==> src/csr_pkg.sv <==
// shared constants of the conversion start / read-back link
// assumes both ends and the bench import it
package csr_pkg;
  localparam int CSR_CONVERSION_CLOCK_DIV = 2;          // ref_clk cycles per conversion clock
  localparam int CSR_CONV_DIVIDED_CONVERSION_CLOCK = 16;        // divided periods per conversion
  localparam int CSR_SCLK_HALF = 8;         // ref_clk cycles per half serial clock
  localparam int CSR_SYNC_LAT = 3;          // pin sampling delay, ref_clk cycles
  localparam int CSR_CONV_HOLD_CONVERSION_CLOCK = 2;    // least convert pin high or low time
  localparam int CSR_RES_W = 16;
  // instruction byte
  localparam int CSR_I_START = 7;           // direct start byte
  localparam int CSR_I_READ = 6;
  localparam int CSR_I_WIDE = 5;
  localparam int CSR_ADDR_W = 5;
  // device registers
  localparam logic [4:0] CSR_A_RES_LO = 5'h00;
  localparam logic [4:0] CSR_A_RES_HI = 5'h01;
  localparam logic [4:0] CSR_A_CTRL = 5'h03;
  localparam logic [4:0] CSR_A_REQ0 = 5'h04;
  localparam logic [4:0] CSR_A_REQ1 = 5'h05;
  localparam int CSR_REQ_BIT = 7;           // conversion_request_bit in regs 4 and 5
  localparam int CSR_RB_LSB = 0;            // readback_select_hi/lo at [1:0]
  localparam int CSR_DIV_LSB = 2;           // clock_divider_select_hi/lo at [3:2]
  localparam logic [3:0] CSR_CTRL_RST = 4'h0;
  typedef enum logic [1:0] {
    CSR_RB_MANUAL = 2'h0, CSR_RB_MSB_FIRST = 2'h1, CSR_RB_LSB_FIRST = 2'h2, CSR_RB_MSB_ONLY = 2'h3
  } csr_rb_t;
  // host Avalon registers (byte addresses)
  localparam logic [3:0] CSR_H_CMD = 4'h0;
  localparam logic [3:0] CSR_H_STAT = 4'h4;
  localparam logic [3:0] CSR_H_RES = 4'h8;
  localparam int CSR_C_INSTR_LSB = 0;       // [7:0] instruction byte
  localparam int CSR_C_SEND = 8;            // send the instruction byte
  localparam int CSR_C_WR = 9;              // send one data byte
  localparam int CSR_C_NRD_LSB = 10;        // [11:10] bytes to read
  localparam int CSR_C_WAITB = 12;          // wait for busy to fall before reading
  localparam int CSR_C_CONV = 13;           // pulse the convert pin
  localparam int CSR_C_WDATA_LSB = 16;      // [23:16] data byte
endpackage : csr_pkg

==> src/csr_link_if.sv <==
// serial link between the converter and its host
// assumes both ends run on the same ref_clk; each samples the other's pins
`timescale 1ns/10ps
`default_nettype none
interface csr_link_if;
  logic sclk;     // serial clock, host driven, active edge rising
  logic cs_n;     // chip select, active low
  logic din;      // host to device data
  logic dout;     // device to host data
  logic convert;  // convert pin, rising edge starts
  logic busy;     // conversion running
  modport dev (input sclk, cs_n, din, convert, output dout, busy);
  modport host (output sclk, cs_n, din, convert, input dout, busy);
endinterface : csr_link_if
`default_nettype wire

==> src/csr_dev.sv <==
// converter end: serial decode, conversion sequencing, result read-back
// assumes the host keeps the link timing of csr_host; sample_in is steady at conversion end
// Behaviour
// - start by start byte or request bit
// - serial start on second divided-clock fall
// - busy rises one divided period later
// - busy falls at conversion end
// - request during conversion is queued
// - one-entry queue, newer request overwrites
// - queued conversion starts with no gap
// - convert pin starts on second clock fall
// - host holds convert two clocks each level
// - convert pin aborts and restarts conversion
// - two-bit field in reg 3 selects read-back
// - only serial starts arm automatic read-back
// - first bit active edge, rest inactive edge
// - manual reads: addr 1 MSB, addr 0 LSB
// - read returns latest completed result
// - mode 1 acts as 16-bit read addr 1
// - auto read-back shows latest completed result
// - mode 2 acts as 16-bit read addr 0
// - mode 3 keeps full conversion length
// - unused addresses read as zero
// - host writes zero to unused bits
// - host avoids completion inside a byte
// - host waits busy low, chip select low
// - mode 3 acts as 8-bit read addr 1
//
// Chosen here: the register offsets and the Avalon-MM interface to the registers.
`timescale 1ns/10ps
`default_nettype none
module csr_dev #(
  parameter int CONVERSION_CLOCK_DIV = csr_pkg::CSR_CONVERSION_CLOCK_DIV,
  parameter int CONV_DIVIDED_CONVERSION_CLOCK = csr_pkg::CSR_CONV_DIVIDED_CONVERSION_CLOCK
) (
  input wire logic ref_clk,                         // clock
  input wire logic rst_n,                           // async reset, active low
  csr_link_if.dev link,                             // serial link
  input wire logic [csr_pkg::CSR_RES_W-1:0] sample_in, // value taken at conversion end
  output logic [csr_pkg::CSR_RES_W-1:0] result,     // latest completed result
  output logic conv_start,                          // pulse, conversion begins
  output logic conv_done                            // pulse, conversion completes
);
  import csr_pkg::*;

  if (CONVERSION_CLOCK_DIV < 2 || CONV_DIVIDED_CONVERSION_CLOCK < 2) begin : g_bad_param
    $error("csr_dev: bad parameter");
  end

  typedef enum logic [2:0] {PH_INSTR = 3'b001, PH_WDATA = 3'b010, PH_RDATA = 3'b100} csr_ph_t;

  logic s_sclk, s_cs_n, s_din, s_conv, sclk_q, conv_q, act, inact;
  csr_sync #(.W(4)) u_sync (
    .ref_clk(ref_clk),
    .rst_n(rst_n),
    .d({link.sclk, link.cs_n, link.din, link.convert}),
    .rst_val(4'h4),
    .q({s_sclk, s_cs_n, s_din, s_conv})
  );
  always_ff @(posedge ref_clk or negedge rst_n) begin
    if (!rst_n) begin
      sclk_q <= 1'b0;
      conv_q <= 1'b0;
    end else begin
      sclk_q <= s_sclk;
      conv_q <= s_conv;
    end
  end
  assign act = s_sclk & ~sclk_q & ~s_cs_n;
  assign inact = ~s_sclk & sclk_q & ~s_cs_n;

  // ---------------- serial interface ----------------
  csr_ph_t ph;
  logic [2:0] bit_cnt;
  logic [6:0] shreg;
  logic [7:0] tx, rx_byte, out_byte;
  logic [4:0] rd_addr, wr_addr;
  logic rd_two, rd_idx, serial_req, dout_r;
  logic [3:0] ctrl;
  csr_rb_t rb;
  logic [1:0] div_sel;

  assign rx_byte = {shreg, s_din};
  assign rb = csr_rb_t'(ctrl[CSR_RB_LSB +: 2]);
  assign div_sel = ctrl[CSR_DIV_LSB +: 2];

  // byte presented from the addressed register at the first active edge of each byte
  always_comb begin
    out_byte = 8'h00;
    unique case (rd_addr)
      CSR_A_RES_HI: out_byte = rd_idx ? result[7:0] : result[15:8];
      CSR_A_RES_LO: out_byte = rd_idx ? result[15:8] : result[7:0];
      CSR_A_CTRL: out_byte = {4'h0, ctrl};
      default: out_byte = 8'h00;
    endcase
  end

  always_ff @(posedge ref_clk or negedge rst_n) begin
    if (!rst_n) begin
      ph <= PH_INSTR;
      bit_cnt <= 3'h0;
      shreg <= 7'h00;
      tx <= 8'h00;
      rd_addr <= 5'h00;
      wr_addr <= 5'h00;
      rd_two <= 1'b0;
      rd_idx <= 1'b0;
      serial_req <= 1'b0;
      ctrl <= CSR_CTRL_RST;
      dout_r <= 1'b0;
    end else begin
      serial_req <= 1'b0;
      if (s_cs_n) begin
        ph <= PH_INSTR;
        bit_cnt <= 3'h0;
      end else if (act) begin
        shreg <= rx_byte[6:0];
        bit_cnt <= bit_cnt + 3'h1;
        if (ph == PH_RDATA && bit_cnt == 3'h0) begin
          tx <= out_byte;
          dout_r <= out_byte[7];
        end
        if (bit_cnt == 3'h7) begin
          unique case (ph)
            PH_INSTR: begin
              if (rx_byte[CSR_I_START]) begin
                serial_req <= 1'b1;
                ph <= PH_INSTR;
              end else if (rx_byte[CSR_I_READ]) begin
                ph <= PH_RDATA;
                rd_addr <= rx_byte[CSR_ADDR_W-1:0];
                rd_two <= rx_byte[CSR_I_WIDE];
                rd_idx <= 1'b0;
              end else begin
                ph <= PH_WDATA;
                wr_addr <= rx_byte[CSR_ADDR_W-1:0];
              end
            end
            PH_WDATA: begin
              ph <= PH_INSTR;
              if (wr_addr == CSR_A_CTRL) ctrl <= rx_byte[3:0];
              if ((wr_addr == CSR_A_REQ0 || wr_addr == CSR_A_REQ1) && rx_byte[CSR_REQ_BIT]) begin
                serial_req <= 1'b1;
              end
            end
            PH_RDATA: begin
              rd_idx <= 1'b1;
              if (!rd_two || rd_idx) ph <= PH_INSTR;
            end
            default: ph <= PH_INSTR;
          endcase
        end
      end else if (inact && ph == PH_RDATA && bit_cnt != 3'h0) begin
        dout_r <= tx[3'h7 - bit_cnt];
      end
      // automatic read-back, armed only by serial starts
      if (serial_req && !s_cs_n && rb != CSR_RB_MANUAL) begin
        ph <= PH_RDATA;
        rd_idx <= 1'b0;
        bit_cnt <= 3'h0;
        rd_addr <= (rb == CSR_RB_LSB_FIRST) ? CSR_A_RES_LO : CSR_A_RES_HI;
        rd_two <= (rb != CSR_RB_MSB_ONLY);
      end
    end
  end
  assign link.dout = dout_r;

  // ---------------- conversion sequencing ----------------
  logic [$clog2(CONVERSION_CLOCK_DIV)-1:0] ccnt;
  logic [2:0] dcnt, dmask;
  logic conversion_clock_fall, divided_conversion_clock_fall, run, pending, finish, busy_r;
  logic [1:0] ser_wait, pin_wait;
  logic [$clog2(CONV_DIVIDED_CONVERSION_CLOCK)-1:0] dper;

  assign conversion_clock_fall = (ccnt == ($clog2(CONVERSION_CLOCK_DIV))'(CONVERSION_CLOCK_DIV - 1));
  always_comb begin
    unique case (div_sel)
      2'h0: dmask = 3'h0;
      2'h1: dmask = 3'h1;
      2'h2: dmask = 3'h3;
      2'h3: dmask = 3'h7;
    endcase
  end
  assign divided_conversion_clock_fall = conversion_clock_fall && ((dcnt & dmask) == dmask);
  assign finish = run && divided_conversion_clock_fall && dper == ($clog2(CONV_DIVIDED_CONVERSION_CLOCK))'(CONV_DIVIDED_CONVERSION_CLOCK - 1);

  always_ff @(posedge ref_clk or negedge rst_n) begin
    if (!rst_n) begin
      ccnt <= '0;
    end else begin
      ccnt <= conversion_clock_fall ? '0 : ccnt + 1'b1;
    end
  end

  always_ff @(posedge ref_clk or negedge rst_n) begin
    if (!rst_n) begin
      dcnt <= 3'h0;
      run <= 1'b0;
      dper <= '0;
      pending <= 1'b0;
      ser_wait <= 2'h0;
      pin_wait <= 2'h0;
      busy_r <= 1'b0;
      conv_start <= 1'b0;
      conv_done <= 1'b0;
      result <= '0;
    end else begin
      conv_start <= 1'b0;
      conv_done <= 1'b0;
      if (conversion_clock_fall) dcnt <= dcnt + 3'h1;
      if (s_conv && !conv_q) pin_wait <= 2'h2;
      else if (conversion_clock_fall && pin_wait != 2'h0) pin_wait <= pin_wait - 2'h1;
      if (serial_req) begin
        if (run && !finish) pending <= 1'b1;
        else ser_wait <= 2'h2;
      end else if (divided_conversion_clock_fall && ser_wait != 2'h0) begin
        ser_wait <= ser_wait - 2'h1;
      end
      if (run && divided_conversion_clock_fall) begin
        dper <= dper + 1'b1;
        busy_r <= 1'b1;
      end
      if (finish) begin
        busy_r <= 1'b0;
        result <= sample_in;
        conv_done <= 1'b1;
        dper <= '0;
        if (pending) begin
          pending <= 1'b0;
          conv_start <= 1'b1;
        end else begin
          run <= 1'b0;
        end
      end
      if (divided_conversion_clock_fall && ser_wait == 2'h1) begin
        if (run && !finish) begin
          pending <= 1'b1;
        end else begin
          run <= 1'b1;
          dper <= '0;
          busy_r <= 1'b0;
          conv_start <= 1'b1;
        end
      end
      if (conversion_clock_fall && pin_wait == 2'h1) begin
        run <= 1'b1;
        dper <= '0;
        busy_r <= 1'b0;
        dcnt <= 3'h0;
        conv_start <= 1'b1;
      end
    end
  end
  assign link.busy = busy_r;
endmodule : csr_dev
`default_nettype wire

==> src/csr_sync.sv <==
// two-stage synchroniser for pin inputs
// assumes inputs are asynchronous levels
`timescale 1ns/10ps
`default_nettype none
module csr_sync #(
  parameter int W = 1
) (
  input wire logic ref_clk,        // clock
  input wire logic rst_n,          // async reset
  input wire logic [W-1:0] d,      // pin levels
  input wire logic [W-1:0] rst_val, // level assumed during reset (constant)
  output logic [W-1:0] q           // synchronised levels
);
  // both stages hold the level relative to rst_val, so q shows rst_val in reset
  logic [W-1:0] meta, hold;
  always_ff @(posedge ref_clk or negedge rst_n) begin
    if (!rst_n) begin
      meta <= '0;
      hold <= '0;
    end else begin
      meta <= d ^ rst_val;
      hold <= meta;
    end
  end
  assign q = hold ^ rst_val;
endmodule : csr_sync
`default_nettype wire

==> src/flat_wrapper.sv <==
// flat-port wrapper written by rule: the top's interface ports become plain ports
module csr_dev_flat import csr_pkg::*;
#(
  parameter int CONVERSION_CLOCK_DIV = csr_pkg::CSR_CONVERSION_CLOCK_DIV,
  parameter int CONV_DIVIDED_CONVERSION_CLOCK = csr_pkg::CSR_CONV_DIVIDED_CONVERSION_CLOCK
)
  (ref_clk, rst_n, sample_in, result, conv_start, conv_done, link_sclk, link_cs_n, link_din, link_convert, link_dout, link_busy);
  csr_link_if link_i ();
  input wire logic ref_clk;
  input wire logic rst_n;
  input wire logic [csr_pkg::CSR_RES_W-1:0] sample_in;
  output logic [csr_pkg::CSR_RES_W-1:0] result;
  output logic conv_start;
  output logic conv_done;
  input wire logic [$bits(link_i.sclk)-1:0] link_sclk;
  input wire logic [$bits(link_i.cs_n)-1:0] link_cs_n;
  input wire logic [$bits(link_i.din)-1:0] link_din;
  input wire logic [$bits(link_i.convert)-1:0] link_convert;
  output wire logic [$bits(link_i.dout)-1:0] link_dout;
  output wire logic [$bits(link_i.busy)-1:0] link_busy;
  assign link_i.sclk = link_sclk;
  assign link_i.cs_n = link_cs_n;
  assign link_i.din = link_din;
  assign link_i.convert = link_convert;
  assign link_dout = link_i.dout;
  assign link_busy = link_i.busy;
  csr_dev #(.CONVERSION_CLOCK_DIV(CONVERSION_CLOCK_DIV), .CONV_DIVIDED_CONVERSION_CLOCK(CONV_DIVIDED_CONVERSION_CLOCK)) u_core (.ref_clk(ref_clk), .rst_n(rst_n), .link(link_i), .sample_in(sample_in), .result(result), .conv_start(conv_start), .conv_done(conv_done));
endmodule
==> config.mk <==
export PLATFORM = sky130hd
export DESIGN_NAME = csr_dev_flat
export DESIGN_NICKNAME = d
export VERILOG_FILES = /design/src/csr_pkg.sv /design/src/csr_link_if.sv /design/src/csr_dev.sv /design/src/csr_sync.sv /design/src/flat_wrapper.sv
export SDC_FILE = /design/constraint.sdc
export NUM_CORES = 1
export LEC_CHECK = 0
export BUFFER_PORTS_ARGS = -buffer_cell sky130_fd_sc_hd__buf_2
export CAP_MARGIN = 0
export CORE_UTILIZATION = 35
export CTS_BUF_LIST = sky130_fd_sc_hd__clkbuf_4 sky130_fd_sc_hd__clkbuf_8 sky130_fd_sc_hd__clkbuf_16
export DETAILED_ROUTE_END_ITERATION = 12
export RECOVER_POWER = 25
export SLEW_MARGIN = 20
export SYNTH_ARGS = -nofsm -noshare
export SYNTH_HDL_FRONTEND = slang
export SYNTH_HIERARCHICAL = 1
export SYNTH_SLANG_ARGS = --single-unit
==> constraint.sdc <==
create_clock -name ref_clk -period 3.4 [get_ports ref_clk]
set_clock_uncertainty 0.2 [all_clocks]
set_input_delay 0.68 -clock ref_clk [delete_from_list [all_inputs] [get_ports ref_clk]]
set_output_delay 0.68 -clock ref_clk [all_outputs]
set_load 0.03 [all_outputs]
==> metrics.cfg <==
[hold_path]
hold_depth=0
hold_class=reg -> reg
hp-start=u_core/u_sync/meta[2]
min_to=u_core/u_sync/hold[2]

[worst_setup_path]
setup.worst_path.start_class=flip-flop
critPathBufInv=0
regToRegEndpoint=u_core/rd_addr[0]
slowest_delay_ns=0.66
worstSetupPathType=reg -> reg
required_ns=3.44
arrival_ns=2.50
critPathTopFamily=XOR/XNOR gates
rr_startpoint=u_core/u_sync/hold[2]
path_max_fanout=10
path_cells=xor2_1 > nor2b_1 > o21a_1 > a21oi_4 > mux2_1
worstRegToRegCells=5
crit_path_top_delay_cell=xor2_1
r2r_slack_ns=0.94
endpoint_kind=flip-flop

[pwr]
sw_frac_of_total_pct=29.0
p_int_w=0.00179
seqPwrFrac_pct=49.3
vdd_drop_max_v=0.000214
p_switching_w=0.000731
leakage_nw=2.17
p_comb_share_pct=19.3
clockPowerShare_pct=31.3
power_density_nw_per_um2=562
power_w=0.00253

[sta]
fin_crit_ns=2.46
timing.fmax_ghz=0.407
rsz0062_at_grt=false
slew_headroom_pct=-31.7
setup_viol=0
slew_violations=83
hold_viol=0
holdWs_ns=0.150
setup_tns_ns=0
worst_pin_slew_ns=1.98
finalCritPeriodShare_pct=72.3

[final_layout]
antenna_cells=0
nNetsFinal=401
syn_to_final_growth_pct=15.7
drive_gt1_share_pct=26.9

[yosys]
synth_seq_area_share_pct=52.9
yosys.area.top_type=dfrtp_1
syn_avg_cell_area_um2=12.1
syn_area_um2=3880
yosys-top-cells-area=dfrtp_1, mux2_2, mux2i_1
synth_edf_count=0
synthAdderAreaFrac_pct=2.90
synth-compound-area-share_pct=11.7
synth_seq_cells=82
syn-instance-count=320
synth_simple_gate_area_share_pct=12.3
ys_async_sr_fraction_pct=100
synth_top_family_by_area=multiplexers
ys_types=59
synth-main-ff-cell=dfrtp_1
synth.top_cell.area_share_pct=52.2
synthMuxAreaShare_pct=14.8
synth_xor_area_share_pct=2.67
ys_warn_count=6

[cts]
h-tree-depth=3
postCtsSetupBuffers=0
clk_path_buf_depth=2
hold_buffers=0
clkSlewWorstSetupHoldPaths_ns=0.07
cts_buffers=9
cts_tree=yes
cts_root_buf=clkbuf_8
ctsResizeCount=0
clock_latency_ns=0.36
clock_sinks=82

[drt]
drt_iter0_drc=146
detail_route.vias_per_cell=4.97
drt_wl_total_um=7450
antenna_left=0
routed-via-count=2561
drc_errors=0
dr.pass1.iters=4
drt-wirelength-per-cell_um=14.5

[floorplanning]
ioPinCount=42
start_util_pct=35.8
die-area_um2=11500
die_y_um=107
coreArea_um2=10800
chipWidth_um=107
fp-row-count=38

[grt]
grt_pass1_wl_um=12400
grt-ovfl-total=0
grt.total_usage_pct=14.2
first_global_vias=2504
grt_max_degree=83
antenna_found_initial=0

[status]
status=finished, violations left
violations=capacitance limit, slew limit

[place]
gp_congestion=0.807
dpl.hpwl_um=5290
place.port_buffers=41

[job]
cap_violations=1

per-layer routing:
layer | up-vias | wire length, um | global-route usage, %
met3 | 9 | 297 | 3.45
met4 | 0 | 161 | 7.34
met2 | 47 | 3480 | 21.9
li1 | 1260 | - | -
met5 | - | 0 | 0
met1 | 1245 | 3510 | 18.5
cells in the final DEF (no fill, tap or decap), drive strengths merged, types with 3 or more instances in the layout:
cell type,Yosys,layout
dfrtp,81,81
buf,4,44
mux2,35,35
nand2,17,17
inv,14,14
clkbuf,8,13
mux2i,12,12
o31ai,11,11
nor3,11,11
nor2,9,9
ha,9,9
xor2,9,9
conb,2,8
a21oi,8,8
o21ai,8,8
nand3,6,6
nor2b,5,5
and4,5,5
a22o,5,5
nand4,4,4
o2bb2ai,4,4
a21o,4,4
nor3b,4,4
o21a,3,3
or4,3,3
nor4,3,3
a31oi,3,3
nand2b,3,3
a311oi,3,3
metrics by stage:
step                      instances  util (%)  worst slack, ns  area, um^2
final                           515      41.5            0.941        4500
after global routing            515      41.5            0.713        4500
after CTS                       515      41.5            0.924        4500
after detailed placement        499      39.4            0.938        4270
after global placement          499      39.4             1.04        4270
after floorplan                 326         -             1.23        3910
cell usage after synthesis (all sizes together) (5+ instances only):
cell type / instances
nor2: 9
mux2: 35
xor2: 9
inv: 14
dfrtp: 81
o21ai: 8
nand2: 17
a21oi: 8
mux2i: 12
and4: 5
nand3: 6
nor3: 11
nor2b: 5
o31ai: 11
a22o: 5
ha: 9
clkbuf: 8
power by group through the flow:
stage                     clock network [W]  logic (W)  registers, W
after floorplan                           0   0.000388       0.00122
after global placement                    0   0.000481       0.00126
after detailed placement                  0   0.000493       0.00126
after CTS                          0.000815   0.000494       0.00124
after global routing               0.000862   0.000562       0.00126
final                              0.000792   0.000488       0.00125
flip-flops by register name (all words and copies together) (netlist names), 4 cells and up:
register,count
u_core/result,16
u_core/tx,8
u_core/shreg,7
u_core/rd_addr,5
u_core/wr_addr,5
u_core/ctrl,4
u_core/dper,4
u_core/u_sync/hold,4
u_core/u_sync/meta,4
worst max path at each step:
stage / startpoint / to / cells after the start
floorplan: u_core/u_sync/hold[3] / u_core/ctrl[0] / 6
global placement: u_core/u_sync/hold[3] / u_core/ctrl[3] / 5
detailed placement: u_core/u_sync/hold[2] / u_core/rd_addr[0] / 5
CTS: u_core/u_sync/hold[2] / u_core/rd_addr[0] / 5
global route: rst_n / u_core/ph[2] / 1
finish: u_core/u_sync/hold[2] / u_core/rd_addr[0] / 5
area by class of cell:
cell class / instances / area, um^2
Tap cell: 140 / 175
Fill cell: 1009 / 6340
Clock inverter: 4 / 75.1
Multi-Input combinational cell: 218 / 1750
Clock buffer: 12 / 153
Inverter: 14 / 52.6
Sequential cell: 82 / 2050
Timing Repair Buffer: 45 / 235
cell families after synthesis:
| kind of cell | count (synthesis) |
|---|---|
| buf+inv | 26 |
| other cells | 2 |
| xor+xnor | 11 |
| simple gates | 80 |
| mux | 49 |
| fa+ha+maj | 9 |
| flops | 82 |
| compound gates | 61 |
Note: power is estimated with default switching activity, not from simulation.
